File: src/logic/hsspl_pkg.sv
// Purpose: Shared constants for the hub strap and status pin logic
// Assumes: One clock, asynchronous active-low reset
// Notes:   Reset values of captured straps follow the pin pull defaults
`default_nettype none
package hsspl_pkg;
   localparam int unsigned NUM_PORTS      = 4;
   localparam int unsigned SYNC_STAGES    = 2;
   // Strap defaults while reset is held (pull-up / pull-down levels)
   localparam logic        RST_MODE_I2C   = 1'h1;
   localparam logic        RST_POLARITY   = 1'h1;
   localparam logic        RST_GANGED     = 1'h0;
   localparam logic        RST_CFG0       = 1'h0;
   localparam logic        RST_CFG1       = 1'h0;
   // Field positions in the two-bit descriptor configured field
   localparam int unsigned CFG_BIT0_POS   = 0;
   localparam int unsigned CFG_BIT1_POS   = 1;
endpackage : hsspl_pkg
`default_nettype wire

File: src/logic/hsspl_strap_status.sv
// Purpose: Strap capture and status output muxing of multifunction pins
// Assumes: Pins are asynchronous and pass a two-stage synchroniser
// Notes:   Straps are captured once the synchronisers fill after release
`default_nettype none
module hsspl_strap_status #(
   parameter int unsigned PORTS = hsspl_pkg::NUM_PORTS
) (
   // Clock and reset
   input  wire logic             CLK_I,
   input  wire logic             ARST_N_I,
   // Strap and multifunction pins
   input  wire logic             INTERFACE_MODE_SELECT_PIN_I,
   input  wire logic             POWER_POLARITY_STRAP_I,
   input  wire logic             BILLBOARD_ON_PIN_I,
   output var  logic             BILLBOARD_ON_PIN_O,
   output var  logic             BILLBOARD_ON_PIN_OE_O,
   input  wire logic             DESCRIPTOR_CFG_BIT0_PIN_I,
   output var  logic             DESCRIPTOR_CFG_BIT0_PIN_O,
   output var  logic             DESCRIPTOR_CFG_BIT0_PIN_OE_O,
   input  wire logic             DESCRIPTOR_CFG_BIT1_PIN_I,
   output var  logic             DESCRIPTOR_CFG_BIT1_PIN_O,
   output var  logic             DESCRIPTOR_CFG_BIT1_PIN_OE_O,
   // Hub state and register bits
   input  wire logic             STATUS_OUTPUT_ENABLE_BIT_I,
   input  wire logic             BILLBOARD_ENABLE_BIT_I,
   input  wire logic [1:0]       DESCRIPTOR_CONFIGURED_REG_I,
   input  wire logic             CHARGING_ENABLED_ANY_I,
   input  wire logic             UPSTREAM_HIGHSPEED_I,
   input  wire logic             UPSTREAM_SUPERSPEED_I,
   input  wire logic             UPSTREAM_HS_SLEEP_I,
   input  wire logic [PORTS-1:0] PORT_POWER_ON_I,
   // Port power and configuration results
   output var  logic [PORTS-1:0] PORT_POWER_SWITCH_OUT_O,
   output var  logic             I2C_MODE_O,
   output var  logic             BILLBOARD_ENABLE_O,
   output var  logic [1:0]       DESCRIPTOR_CONFIGURED_FIELD_O,
   output var  logic             GANGED_POWER_STRAP_O,
   output var  logic             FULL_AUTOMATIC_STRAP_N_O,
   output var  logic             FULL_AUTOMATIC_LOAD_O,
   output var  logic             POWER_SWITCH_SUPPORT_STRAP_N_O,
   output var  logic             AUTOMATIC_MODE_STRAP_N_O
);

   typedef struct packed {
      logic [1:0]       mode_sync;
      logic [1:0]       pol_sync;
      logic [1:0]       bb_sync;
      logic [1:0]       c0_sync;
      logic [1:0]       c1_sync;
      logic             captured;
      logic [1:0]       fill;
      logic             i2c_mode;
      logic             polarity;
      logic             ganged;
      logic             cfg0;
      logic             cfg1;
      logic             load;
      logic             bb_o;
      logic             bb_oe;
      logic             c0_o;
      logic             c0_oe;
      logic             c1_o;
      logic             c1_oe;
      logic             bb_en;
      logic [1:0]       field;
      logic [PORTS-1:0] pwr;
   } hsspl_state_s;

   hsspl_state_s st_q;
   hsspl_state_s st_d;

   // Sync stages hold reset zeros until this many edges have passed
   localparam logic [1:0] FILL_DONE = 2'(hsspl_pkg::SYNC_STAGES);

   // Status drive only outside I2C mode and only after capture
   function automatic logic status_drive(input hsspl_state_s s,
                                         input logic en);
      return s.captured && !s.i2c_mode && en;
   endfunction

   always_comb
   begin
      st_d           = st_q;
      // Second stage reads only the first stage
      st_d.mode_sync = {st_q.mode_sync[0], INTERFACE_MODE_SELECT_PIN_I};
      st_d.pol_sync  = {st_q.pol_sync[0], POWER_POLARITY_STRAP_I};
      st_d.bb_sync   = {st_q.bb_sync[0], BILLBOARD_ON_PIN_I};
      st_d.c0_sync   = {st_q.c0_sync[0], DESCRIPTOR_CFG_BIT0_PIN_I};
      st_d.c1_sync   = {st_q.c1_sync[0], DESCRIPTOR_CFG_BIT1_PIN_I};
      st_d.load      = 1'h0;
      if (!st_q.captured && st_q.fill != FILL_DONE)
      begin
         // Capturing now would read reset zeros, always SMBus mode
         st_d.fill = st_q.fill + 2'h1;
      end
      else if (!st_q.captured)
      begin
         // One-time capture; held until the next reset
         st_d.captured = 1'h1;
         st_d.i2c_mode = st_q.mode_sync[1];
         st_d.polarity = st_q.pol_sync[1];
         st_d.ganged   = st_q.bb_sync[1];
         st_d.cfg0     = st_q.c0_sync[1];
         st_d.cfg1     = st_q.c1_sync[1];
         st_d.load     = !st_q.mode_sync[1] &&
                         CHARGING_ENABLED_ANY_I;
      end
      // Pins stay inputs until the straps are held
      st_d.bb_oe = status_drive(st_d, STATUS_OUTPUT_ENABLE_BIT_I);
      st_d.c0_oe = st_d.bb_oe;
      st_d.c1_oe = st_d.bb_oe;
      st_d.bb_o  = st_d.bb_oe && UPSTREAM_HIGHSPEED_I;
      st_d.c0_o  = st_d.c0_oe && UPSTREAM_SUPERSPEED_I;
      st_d.c1_o  = st_d.c1_oe && UPSTREAM_HS_SLEEP_I;
      if (st_d.i2c_mode)
      begin
         // Live pin levels; synchronised copies only
         st_d.bb_en = st_q.bb_sync[1];
         st_d.field = {st_q.c1_sync[1], st_q.c0_sync[1]};
      end
      else
      begin
         st_d.bb_en = BILLBOARD_ENABLE_BIT_I;
         st_d.field = DESCRIPTOR_CONFIGURED_REG_I;
      end
      // Polarity applied to every port output
      st_d.pwr = st_d.polarity ? PORT_POWER_ON_I : ~PORT_POWER_ON_I;
   end

   always_ff @(posedge CLK_I or negedge ARST_N_I)
   begin
      if (!ARST_N_I)
      begin
         st_q          <= '0;
         st_q.i2c_mode <= hsspl_pkg::RST_MODE_I2C;
         st_q.polarity <= hsspl_pkg::RST_POLARITY;
         st_q.ganged   <= hsspl_pkg::RST_GANGED;
         st_q.cfg0     <= hsspl_pkg::RST_CFG0;
         st_q.cfg1     <= hsspl_pkg::RST_CFG1;
      end
      else
      begin
         st_q <= st_d;
      end
   end

   assign BILLBOARD_ON_PIN_O             = st_q.bb_o;
   assign BILLBOARD_ON_PIN_OE_O          = st_q.bb_oe;
   assign DESCRIPTOR_CFG_BIT0_PIN_O      = st_q.c0_o;
   assign DESCRIPTOR_CFG_BIT0_PIN_OE_O   = st_q.c0_oe;
   assign DESCRIPTOR_CFG_BIT1_PIN_O      = st_q.c1_o;
   assign DESCRIPTOR_CFG_BIT1_PIN_OE_O   = st_q.c1_oe;
   assign PORT_POWER_SWITCH_OUT_O        = st_q.pwr;
   assign I2C_MODE_O                     = st_q.i2c_mode;
   assign BILLBOARD_ENABLE_O             = st_q.bb_en;
   assign DESCRIPTOR_CONFIGURED_FIELD_O  = st_q.field;
   assign GANGED_POWER_STRAP_O           = st_q.ganged;
   assign FULL_AUTOMATIC_STRAP_N_O       = st_q.cfg0;
   assign FULL_AUTOMATIC_LOAD_O          = st_q.load;
   assign POWER_SWITCH_SUPPORT_STRAP_N_O = st_q.cfg0;
   assign AUTOMATIC_MODE_STRAP_N_O       = st_q.cfg1;
endmodule : hsspl_strap_status
`default_nettype wire

File: config.mk
export PLATFORM = sky130hd
export DESIGN_NAME = hsspl_strap_status
export DESIGN_NICKNAME = d
export VERILOG_FILES = /design/src/logic/hsspl_pkg.sv /design/src/logic/hsspl_strap_status.sv
export SDC_FILE = /design/constraint.sdc
export NUM_CORES = 1
export LEC_CHECK = 0
export ABC_CLOCK_PERIOD_IN_PS = 3700
export BUFFER_PORTS_ARGS = -buffer_cell sky130_fd_sc_hd__buf_2
export CAP_MARGIN = 0
export CORE_ASPECT_RATIO = 1.5
export CORE_MARGIN = 5
export CORE_UTILIZATION = 51
export CTS_CLUSTER_SIZE = 20
export DETAILED_ROUTE_END_ITERATION = 8
export PLACE_DENSITY_LB_ADDON = 0.12
export SLEW_MARGIN = 20
export SYNTH_ARGS = -nofsm -noshare
export SYNTH_HDL_FRONTEND = slang
export SYNTH_SLANG_ARGS = --single-unit
File: constraint.sdc
create_clock -name CLK_I -period 3.7 [get_ports CLK_I]
set_input_delay 0.555 -clock CLK_I [delete_from_list [all_inputs] [get_ports CLK_I]]
set_output_delay 0.555 -clock CLK_I [all_outputs]
set_load 0.05 [all_outputs]
== Word level (Yosys, flattened, before mapping) ==
Index checks and enable logic that the tools add are counted.

* Flip-flop bits (word level): 30
* Input bits: 19
* Output and inout bits: 19
* Word-level logic and storage cells: 41

* $add $sub $neg: 1
* Eq/ne operators: 1
* Mux-type cells: 5
* Bitwise operators: 3
* Reductions and logical operators: 11

{| class="wikitable"
|+ Operator list
! cell !! count
|-
| 2-to-1 mux 6 bit || 2
|-
| logical AND 1 bit || 7
|-
| 2-to-1 mux 4 bit || 1
|-
| NOT 4 bit || 1
|-
| logical NOT 1 bit || 3
|-
| 2-to-1 mux 3 bit || 1
|-
| adder 2 x 1 -> 2 bit (second input constant) || 1
|-
| inequality test 2 bit (second input constant) || 1
|-
| NOT 1 bit || 2
|-
| AND reduction 2 bit || 1
|-
| 2-to-1 mux 1 bit || 1
|}

== Depth between registers and ports, before layout ==
Gate-level depths: netlist (run 1).

* Depth in word-level cells: 8
* Mapped depth: 6
* Gate-level depth less buffers: 5

== Worst setup path after synthesis (run 1) ==
Ideal clock, no wire load.

* Kind: flip-flop to flip-flop
* Start: reg st_q[19] (netlist name)
* End: reg st_q, in the netlist BILLBOARD_ENABLE_O
* Setup time: 0.125 ns
* Data arrival time: 1.390 ns
* Data required time: 3.575 ns
* Slack: 2.185 ns
* Cell stages (with the launch flop): 7
* Path buffers: 1
* Period minus slack after synthesis: 1.515 ns
* Cells stage by stage: dfrtp_1 inv_1 ha_1 nand2b_4 buf_8 mux2i_4 mux2_4

{| class="wikitable"
|+ RTL lines
! what !! line !! source
|-
| from (decl) || hsspl_strap_status.sv:69 || <nowiki>hsspl_state_s st_q;</nowiki>
|-
| from (signal assigned) || hsspl_strap_status.sv:143 || <nowiki>st_q <= st_d;</nowiki>
|}

== Worst setup path in the final report (run 1) ==
* Start: reg st_q, in the netlist I2C_MODE_O
* End: out I2C_MODE_O

{| class="wikitable"
|+ RTL lines
! what !! line !! source
|-
| to (decl) || hsspl_strap_status.sv:34 || <nowiki>output var logic I2C_MODE_O,</nowiki>
|}

No word-level cell between the ends.

==> impl_metrics.py, run 1 <==
metrics = {
    "floorplanning": {
        "start_util": 0.538,
        "rows": 20,
        "die_h_microns": 67.0,
        "coreArea_sq_um": 2050,
        "pin_count": 38,
        "fp.dieW_microns": 48,
        "die_area_sq_um": 3220,
    },
    "setup_path": {
        "r2r-start": "st_q[19]",
        "cpPeakStageDelay_ps": 570,
        "rrSetupSlack_ps": 2140,
        "crit_cells": 1,
        "critPathMaxFanout": 3,
        "r2r_cells": 5,
        "required_ps": 3140,
        "cp-start-kind": "flop",
        "crit_family": "flip-flops",
        "r2r-end": "DESCRIPTOR_CONFIGURED_FIELD_O[1]",
        "critPathSlowestCell": "dfstp_2",
        "crit_start": "I2C_MODE_O",
        "path_buf_inv": 1,
        "crit_type": "reg2out",
        "end_kind": "output port",
        "path_cells": "buf_2",
        "worstPathArrival_ps": 1150,
        "crit_end": "I2C_MODE_O",
    },
    "synthesis": {
        "synth.distinct_cells": 21,
        "syn_avg_cell_area_sq_um": 16.0,
        "synth_area_leader_cell": "dfrtp_1",
        "synth.area.top_cells": "dfrtp_1, buf_4, dfstp_2",
        "yosys-top-cells-count": "dfrtp_1, buf_4, xor2_1",
        "synth_cells": 69,
        "yosysWarnings": 0,
        "synthFlopType": "dfrtp_1",
        "synth-seq-cells": 30,
        "syn_area_sq_um": 1100,
        "synth-edff-count": 0,
        "synth_nets": 89,
        "async_reset_ff_frac": 1.00,
        "yosysMostFrequentCell": "dfrtp_1",
        "ys_seq_area_frac": 0.682,
        "yosys.area.top_type_share": 0.634,
    },
    "routing": {
        "drt_wl_total_microns": 1580,
        "vias": 578,
        "firstDrtPassIters": 2,
        "wire_per_inst_microns": 12.6,
        "drt_iter0_markers": 6,
        "antenna_left": 0,
        "viasPerCell": 4.62,
        "drc": 0,
    },
    "global_route": {
        "grt_start_max_net_pins": 31,
        "grt_remaining_overflow": 0,
        "first_global_vias": 619,
        "grt_use_total": 0.128,
        "antenna_found_initial": 0,
        "grt_pass1_wl_microns": 2630,
    },
    "layout": {
        "fillers": 169,
        "diodes": 0,
        "final_nets": 122,
        "area_delta_synth_final_pct": 16.9,
        "drive_gt1_frac": 0.544,
    },
    "clock_tree": {
        "ctsRootBufferMaster": "clkbuf_4",
        "clock_latency_ps": 320,
        "post_cts_buffers": 0,
        "cts_resized": 0,
        "clkTransAtPathRegs_ps": 90,
        "hold_buffers": 0,
        "clockBufferDepth": 2,
        "cts_htree_levels": 2,
        "cts_tree": "yes",
        "cts_made_buffers": 5,
        "cts.sinks": 30,
    },
    "placed_design": {
        "pre_cts_ws_ps": 2140,
        "port_buffers": 37,
        "routabilityCongestion": 0.639,
        "hpwl_microns": 1180,
    },
    "power_and_ir_drop": {
        "p_leak_uw": 0.000665,
        "irDropWorstVdd_v": 0.000341,
        "p_per_area_nw_per_um2": 493,
    },
    "run": {
        "maxCapViolations": 0,
    },
    "sta": {
        "tightest_slew_ps": 623,
        "totalNegativeSetupSlack_ps": 0,
        "finalHoldViolCount": 0,
        "min_period_ps": 1710,
        "maxSlewHeadroom": 0.584,
        "max_freq_mhz": 585,
        "setup_ws_ps": 1990,
        "setup_viol": 0,
        "period_share": 0.462,
        "worst_clock_skew_ps": 3.76,
        "rsz0062_at_grt": "false",
        "slew_viol_final": 0,
    },
    "hold_path": {
        "min_path_type": "in2async",
    },
    "outcome": {
        "status": "finished, final reports clean",
    },
}
==> where the power goes <==
| group | total [uW] | internal (uW) | leakage (uW) | switching (uW) |
|---|---|---|---|---|
| logic | 89.8 | 25.2 | 0.000277 | 64.6 |
| registers | 352 | 345 | 0.000353 | 6.52 |
| clock network | 195 | 91.9 | 0.0000353 | 104 |
| total | 637 | 462 | 0.000665 | 175 |
==> final cells by class <==
| type | instances | area, sq um | share of cell area |
|---|---|---|---|
| well taps | 22 | 27.5 | 0.0213 |
| flip-flops and latches | 30 | 753 | 0.583 |
| repair buffers | 37 | 185 | 0.143 |
| clock buffers | 7 | 55.1 | 0.0426 |
| multi-input cells | 25 | 254 | 0.197 |
| clock inverters | 1 | 5.00 | 0.00388 |
| inverters | 3 | 11.3 | 0.00872 |
==> how the worst min path moves through the flow <==
stage | end | startpoint | cells after the start | slack, ps
finish | DESCRIPTOR_CFG_BIT1_PIN_O | ARST_N_I | 1 | 240
global route | FULL_AUTOMATIC_LOAD_O | ARST_N_I | 1 | 260
CTS | FULL_AUTOMATIC_LOAD_O | ARST_N_I | 1 | 240
detailed placement | st_q[31] | st_d[31] | 0 | 340
global placement | st_q[23] | st_d[23] | 0 | 330
floorplan | AUTOMATIC_MODE_STRAP_N_O | ARST_N_I | 0 | 260
==> flip-flops by register name (all words and copies together), names as in the netlist <==
| signal | cells |
|---|---|
| st_q | 9 |
| st_d | 5 |
| PORT_POWER_SWITCH_OUT_O | 4 |
| DESCRIPTOR_CONFIGURED_FIELD_O | 2 |
| AUTOMATIC_MODE_STRAP_N_O | 1 |
| BILLBOARD_ENABLE_O | 1 |
| BILLBOARD_ON_PIN_O | 1 |
| DESCRIPTOR_CFG_BIT0_PIN_O | 1 |
| DESCRIPTOR_CFG_BIT1_PIN_O | 1 |
| DESCRIPTOR_CFG_BIT1_PIN_OE_O | 1 |
| FULL_AUTOMATIC_LOAD_O | 1 |
| FULL_AUTOMATIC_STRAP_N_O | 1 |
| GANGED_POWER_STRAP_O | 1 |
| I2C_MODE_O | 1 |
==> per-stage QoR <==
step | cells | total power, uW | utilization | cell area [sq um] | hold slack (ps)
after floorplan | 69 | 430 | - | 1100 | 259
after global placement | 117 | 449 | 0.600 | 1230 | 331
after detailed placement | 117 | 450 | 0.600 | 1230 | 337
after CTS | 125 | 650 | 0.629 | 1290 | 243
after global routing | 125 | 674 | 0.629 | 1290 | 262
final | 125 | 637 | 0.629 | 1290 | 239
==> layer usage <==
layer,vias to the layer above,GRT usage,wire length [microns]
li1,274,-,-
met1,272,0.114,523
met2,30,0.202,815
met3,2,0.0838,221
met4,0,0.0808,18
met5,-,0,0
==> logic make-up (layout without fill, tap and decap cells) <==
| logic type | after synthesis | count (layout) | share of synthesized area |
|---|---|---|---|
| AOI/OAI and AO/OA | 2 | 2 | 0.00905 |
| and+or+nand+nor | 9 | 9 | 0.0578 |
| DFF | 30 | 30 | 0.682 |
| xor gates and xnor gates | 5 | 5 | 0.0396 |
| adders and majority gates | 1 | 1 | 0.0113 |
| muxes | 8 | 8 | 0.112 |
| buffers and inverters | 14 | 48 | 0.0883 |
==> cell usage in the layout, fill, tap and decap left out <==
cell type,netlist,final
dfrtp_1,28,28
nand2_1,1,1
clkbuf_8,0,1
dfstp_2,2,2
clkinv_2,0,1
or2_2,1,1
mux2i_4,2,2
mux2_2,3,3
ha_1,1,1
o21ai_0,1,1
mux2_4,3,3
and2_1,3,3
clkbuf_1,1,1
nand2b_1,1,1
nand2b_4,1,1
nand3b_1,1,1
nor3b_1,1,1
o21ai_1,1,1
inv_1,3,3
clkbuf_4,0,5
xnor2_1,1,1
xor2_1,4,4
buf_2,0,37
(Power assumes the default switching activity.)
==> inputs of run 2 (changes only) <==
ABC_CLOCK_PERIOD_IN_PS = 1800   (was 3700)
CORE_UTILIZATION = 48   (was 51)
clock period = 1.8 ns   (was 3.7 ns; I/O delays follow)
==> run 2 against run 1 <==
  * Sequential power is 110% higher
  * Sequential cell count stayed put
  * Combinational power is 110% higher
  * Setup slack worse by 1700 ps
==> impl_metrics.py, run 2 (same netlist as run 1, synthesis figures left out) <==
metrics = {
    "global_route": {
        "first_global_vias": 577,
        "antenna_found_initial": 0,
        "grt_remaining_overflow": 0,
        "grt_pass1_wl_microns": 2670,
        "grt_start_max_net_pins": 31,
        "grt_use_total": 0.111,
    },
    "sta": {
        "slew_viol_final": 0,
        "min_period_ps": 1550,
        "setup_viol": 0,
        "worst_clock_skew_ps": 5.93,
        "maxSlewHeadroom": 0.594,
        "tightest_slew_ps": 609,
        "totalNegativeSetupSlack_ps": 0,
        "max_freq_mhz": 645,
        "rsz0062_at_grt": "false",
        "period_share": 0.861,
        "finalHoldViolCount": 0,
    },
    "floorplanning": {
        "coreArea_sq_um": 2230,
        "rows": 21,
        "fp.dieW_microns": 49.2,
        "start_util": 0.495,
        "pin_count": 38,
        "die_h_microns": 68.8,
        "die_area_sq_um": 3380,
    },
    "layout": {
        "largest_reg_flops": 9,
        "layout_commonest_cell": "buf_2",
        "diodes": 0,
        "drive_gt1_frac": 0.548,
        "regMostFlops": "st_q",
        "final_nets": 123,
        "fin_cells": 127,
        "layout_common_cells": "buf_2, dfrtp_1, clkbuf_4",
        "final_util": 0.606,
        "area_delta_synth_final_pct": 22.5,
    },
    "routing": {
        "antenna_left": 0,
        "drt_wl_total_microns": 1530,
        "drc": 0,
        "wire_per_inst_microns": 12.1,
        "firstDrtPassIters": 2,
        "drt_iter0_markers": 13,
        "vias": 587,
        "viasPerCell": 4.62,
    },
    "clock_tree": {
        "clock_latency_ps": 320,
        "cts_htree_levels": 2,
        "cts_made_buffers": 5,
        "ctsRootBufferMaster": "clkbuf_4",
        "clockBufferDepth": 2,
        "cts_tree": "yes",
        "hold_buffers": 1,
        "cts.sinks": 30,
        "cts_resized": 0,
        "clkTransAtPathRegs_ps": 90,
        "post_cts_buffers": 0,
    },
    "power_and_ir_drop": {
        "p_leak_uw": 0.000693,
        "p_per_area_nw_per_um2": 1180,
        "irDropWorstVdd_v": 0.000555,
        "power.total_uw": 1600,
    },
    "setup_path": {
        "critPathSlowestCell": "dfrtp_1",
        "end_kind": "flop",
        "required_ps": 2010,
        "cp-start-kind": "flop",
        "path_buf_inv": 1,
        "critPathMaxFanout": 7,
        "path_cells": "inv_1 -> ha_1 -> nand2b_4 -> mux2i_4 -> mux2_4",
        "cpPeakStageDelay_ps": 370,
        "crit_type": "reg2reg",
        "worstPathArrival_ps": 1760,
        "crit_family": "multiplexers",
    },
    "placed_design": {
        "port_buffers": 37,
        "placed_cells": 118,
        "routabilityCongestion": 0.682,
    },
    "run": {
        "maxCapViolations": 0,
    },
    "outcome": {
        "status": "finished, final reports clean",
    },
    "hold_path": {
        "min_path_type": "in2reg",
    },
}
run 2: cell count changes in the layout (fill, tap and decap cells not counted), sizes merged:
cell	delta
dlygate4sd3	+1
clkinv	-1
bufinv	+2
clkbuf	-1
run 2: per-layer routing:
layer  track usage  up-vias  routed length (microns)
met1         0.126      271                      555
met2         0.153       32                      737
met3        0.0710        6                      196
met5             0        -                        0
met4        0.0707        0                       41
li1              -      278                        -
run 2: path summary, 6_finish.rpt:
check / from / end / slack [ps] / cells after the start
max reg2reg: st_q[19] / DESCRIPTOR_CONFIGURED_FIELD_O[1] / 250 / 5
min in group asynchronous: ARST_N_I / DESCRIPTOR_CFG_BIT0_PIN_O / 490 / 2
min reg2reg: st_d[29] / st_q[29] / 350 / 0
min: DESCRIPTOR_CFG_BIT1_PIN_I / st_d[23] / 50 / 1
max: st_q[19] / DESCRIPTOR_CONFIGURED_FIELD_O[1] / 250 / 5
max in group asynchronous: ARST_N_I / st_q[20] / 910 / 2
run 2: stage by stage:
| step | setup WS (ps) | hold WS [ps] | area [sq um] |
|---|---|---|---|
| floorplan | 285 | -25.6 | 1100 |
| global placement | 281 | 319 | 1230 |
| detailed placement | 244 | 323 | 1230 |
| CTS | 235 | 29.9 | 1350 |
| global route | 186 | 2.46 | 1350 |
| finish | 250 | 45.7 | 1350 |
run 2: cell type report:
cell class | count | area, sq um
flip-flops and latches | 30 | 753
multi-input cells | 25 | 254
clock buffers | 6 | 51.3
fillers | 186 | 880
well taps | 23 | 28.8
inverters | 3 | 11.3
repair buffers | 38 | 195
clock inverters | 2 | 60.1
run 2: report_power, final:
group / internal, uW / switching (uW) / leakage [uW]
sequential: 710 / 13.9 / 0.000353
clock: 471 / 222 / 0.0000585
combinational: 53.1 / 132 / 0.000281
total: 1230 / 369 / 0.000693
==> inputs of run 3 (changes only) <==
HOLD_SLACK_MARGIN = 0.1   (was default)
==> run 3 against run 2 <==
  * Sequential share of layout area decreased by 2.0 points
  * Setup slack unchanged
  * Largest power group unchanged
  * Global-route usage increased by 0.32 points
  * Non-clock buffer count increased by 5
==> impl_metrics.py, run 3 (same netlist as run 1, synthesis figures left out) <==
metrics = {
    "run": {
        "maxCapViolations": 0,
    },
    "global_route": {
        "grt_use_total": 0.114,
        "antenna_found_initial": 0,
        "grt_pass1_wl_microns": 2760,
        "grt_start_max_net_pins": 31,
        "grt_remaining_overflow": 0,
        "first_global_vias": 605,
    },
    "clock_tree": {
        "cts_tree": "yes",
        "ctsRootBufferMaster": "clkbuf_4",
        "cts.sinks": 30,
        "cts_made_buffers": 5,
        "cts_htree_levels": 2,
        "post_cts_buffers": 0,
        "clock_latency_ps": 320,
        "clkTransAtPathRegs_ps": 90,
        "clockBufferDepth": 2,
    },
    "power_and_ir_drop": {
        "switching_share": 0.230,
        "switchingPower_uw": 370,
        "irDropWorstVdd_v": 0.000564,
        "p_seq_frac": 0.449,
        "power.total_uw": 1610,
        "p_int_uw": 1240,
        "p_leak_uw": 0.000714,
        "p_per_area_nw_per_um2": 1150,
        "clockPowerShare": 0.430,
        "power_frac_comb": 0.120,
    },
    "sta": {
        "whs_ps": 123,
        "max_freq_mhz": 645,
        "totalNegativeSetupSlack_ps": 0,
        "tightest_slew_ps": 609,
        "min_period_ps": 1550,
        "period_share": 0.861,
        "slew_viol_final": 0,
        "setup_viol": 0,
        "worst_clock_skew_ps": 6.14,
        "rsz0062_at_grt": "false",
        "finalHoldViolCount": 0,
        "maxSlewHeadroom": 0.594,
    },
    "floorplanning": {
        "pin_count": 38,
        "die_h_microns": 68.8,
        "coreArea_sq_um": 2230,
        "rows": 21,
        "start_util": 0.495,
        "die_area_sq_um": 3380,
        "fp.dieW_microns": 49.2,
    },
    "setup_path": {
        "end_kind": "flop",
        "required_ps": 2010,
        "worstPathArrival_ps": 1760,
        "critPathMaxFanout": 7,
        "crit_type": "reg2reg",
        "cp-start-kind": "flop",
    },
    "layout": {
        "final_util": 0.629,
        "diodes": 0,
        "regMostFlops": "st_q",
        "fin_cells": 132,
        "area_delta_synth_final_pct": 27.1,
        "largest_reg_flops": 9,
        "final_nets": 128,
        "layout_common_cells": "buf_2, dfrtp_1, dlygate4sd3_1",
        "drive_gt1_frac": 0.523,
        "layout_commonest_cell": "buf_2",
    },
    "hold_path": {
        "min_path_type": "in2reg",
    },
    "routing": {
        "vias": 605,
        "drt_wl_total_microns": 1590,
        "wire_per_inst_microns": 12.0,
        "drc": 0,
        "antenna_left": 0,
        "firstDrtPassIters": 2,
        "drt_iter0_markers": 11,
        "viasPerCell": 4.58,
    },
    "placed_design": {
        "port_buffers": 37,
        "placed_cells": 118,
        "routabilityCongestion": 0.682,
    },
    "outcome": {
        "status": "finished, final reports clean",
    },
}
run 3: final timing paths:
| kind | slack [ps] | end | depth (start not counted) | from |
|---|---|---|---|---|
| setup / recovery | 250 | DESCRIPTOR_CONFIGURED_FIELD_O[1] | 5 | st_q[19] |
| hold / removal | 120 | PORT_POWER_SWITCH_OUT_O[0] | 2 | PORT_POWER_ON_I[0] |
| setup reg to reg | 250 | DESCRIPTOR_CONFIGURED_FIELD_O[1] | 5 | st_q[19] |
| hold reg to reg | 350 | st_q[29] | 0 | st_d[29] |
| max in group asynchronous | 910 | st_q[20] | 2 | ARST_N_I |
| min in group asynchronous | 490 | DESCRIPTOR_CFG_BIT0_PIN_O | 2 | ARST_N_I |
run 3: layout make-up:
class                      instances  area, sq um
fill                             181          830
sequential                        30          753
multi-input combinational         25          254
timing repair buffer              43          245
clock inverter                     2         60.1
clock buffer                       6         51.3
tap                               23         28.8
inverter                           3         11.3
run 3: power by group through the flow:
stage | registers [uW] | clock network (uW) | logic [uW]
floorplan | 772 | 0 | 112
global placement | 736 | 0 | 186
detailed placement | 738 | 0 | 187
CTS | 725 | 713 | 197
global route | 729 | 751 | 208
finish | 724 | 693 | 194
run 3: layer usage:
layer | up-vias | part of all wire | GRT usage
met5 | - | 0 | 0
met3 | 6 | 0.13 | 0.0710
met1 | 279 | 0.36 | 0.129
met4 | 0 | 0.026 | 0.0707
li1 | 288 | - | -
met2 | 32 | 0.49 | 0.161
run 3: repair_timing:
action                                 4_1_cts  5_1_grt
resized for setup                            0        0
endpoints found under the hold margin       33        0
setup endpoints to repair                    0        0
hold buffers                                 6        0
run 3: metrics by stage:
stage / area, sq um / worst slack (ps)
2_1_floorplan: 1100 / 285
3_3_place_gp: 1230 / 281
3_5_place_dp: 1230 / 244
4_1_cts: 1400 / 235
5_1_grt: 1400 / 186
6_report: 1400 / 250
run 3: critical path: stages, from the launching register on:
cell and delay (ps):
dfrtp_1 370, inv_1 50, ha_1 230, nand2b_4 150, mux2i_4 320, mux2_4 320
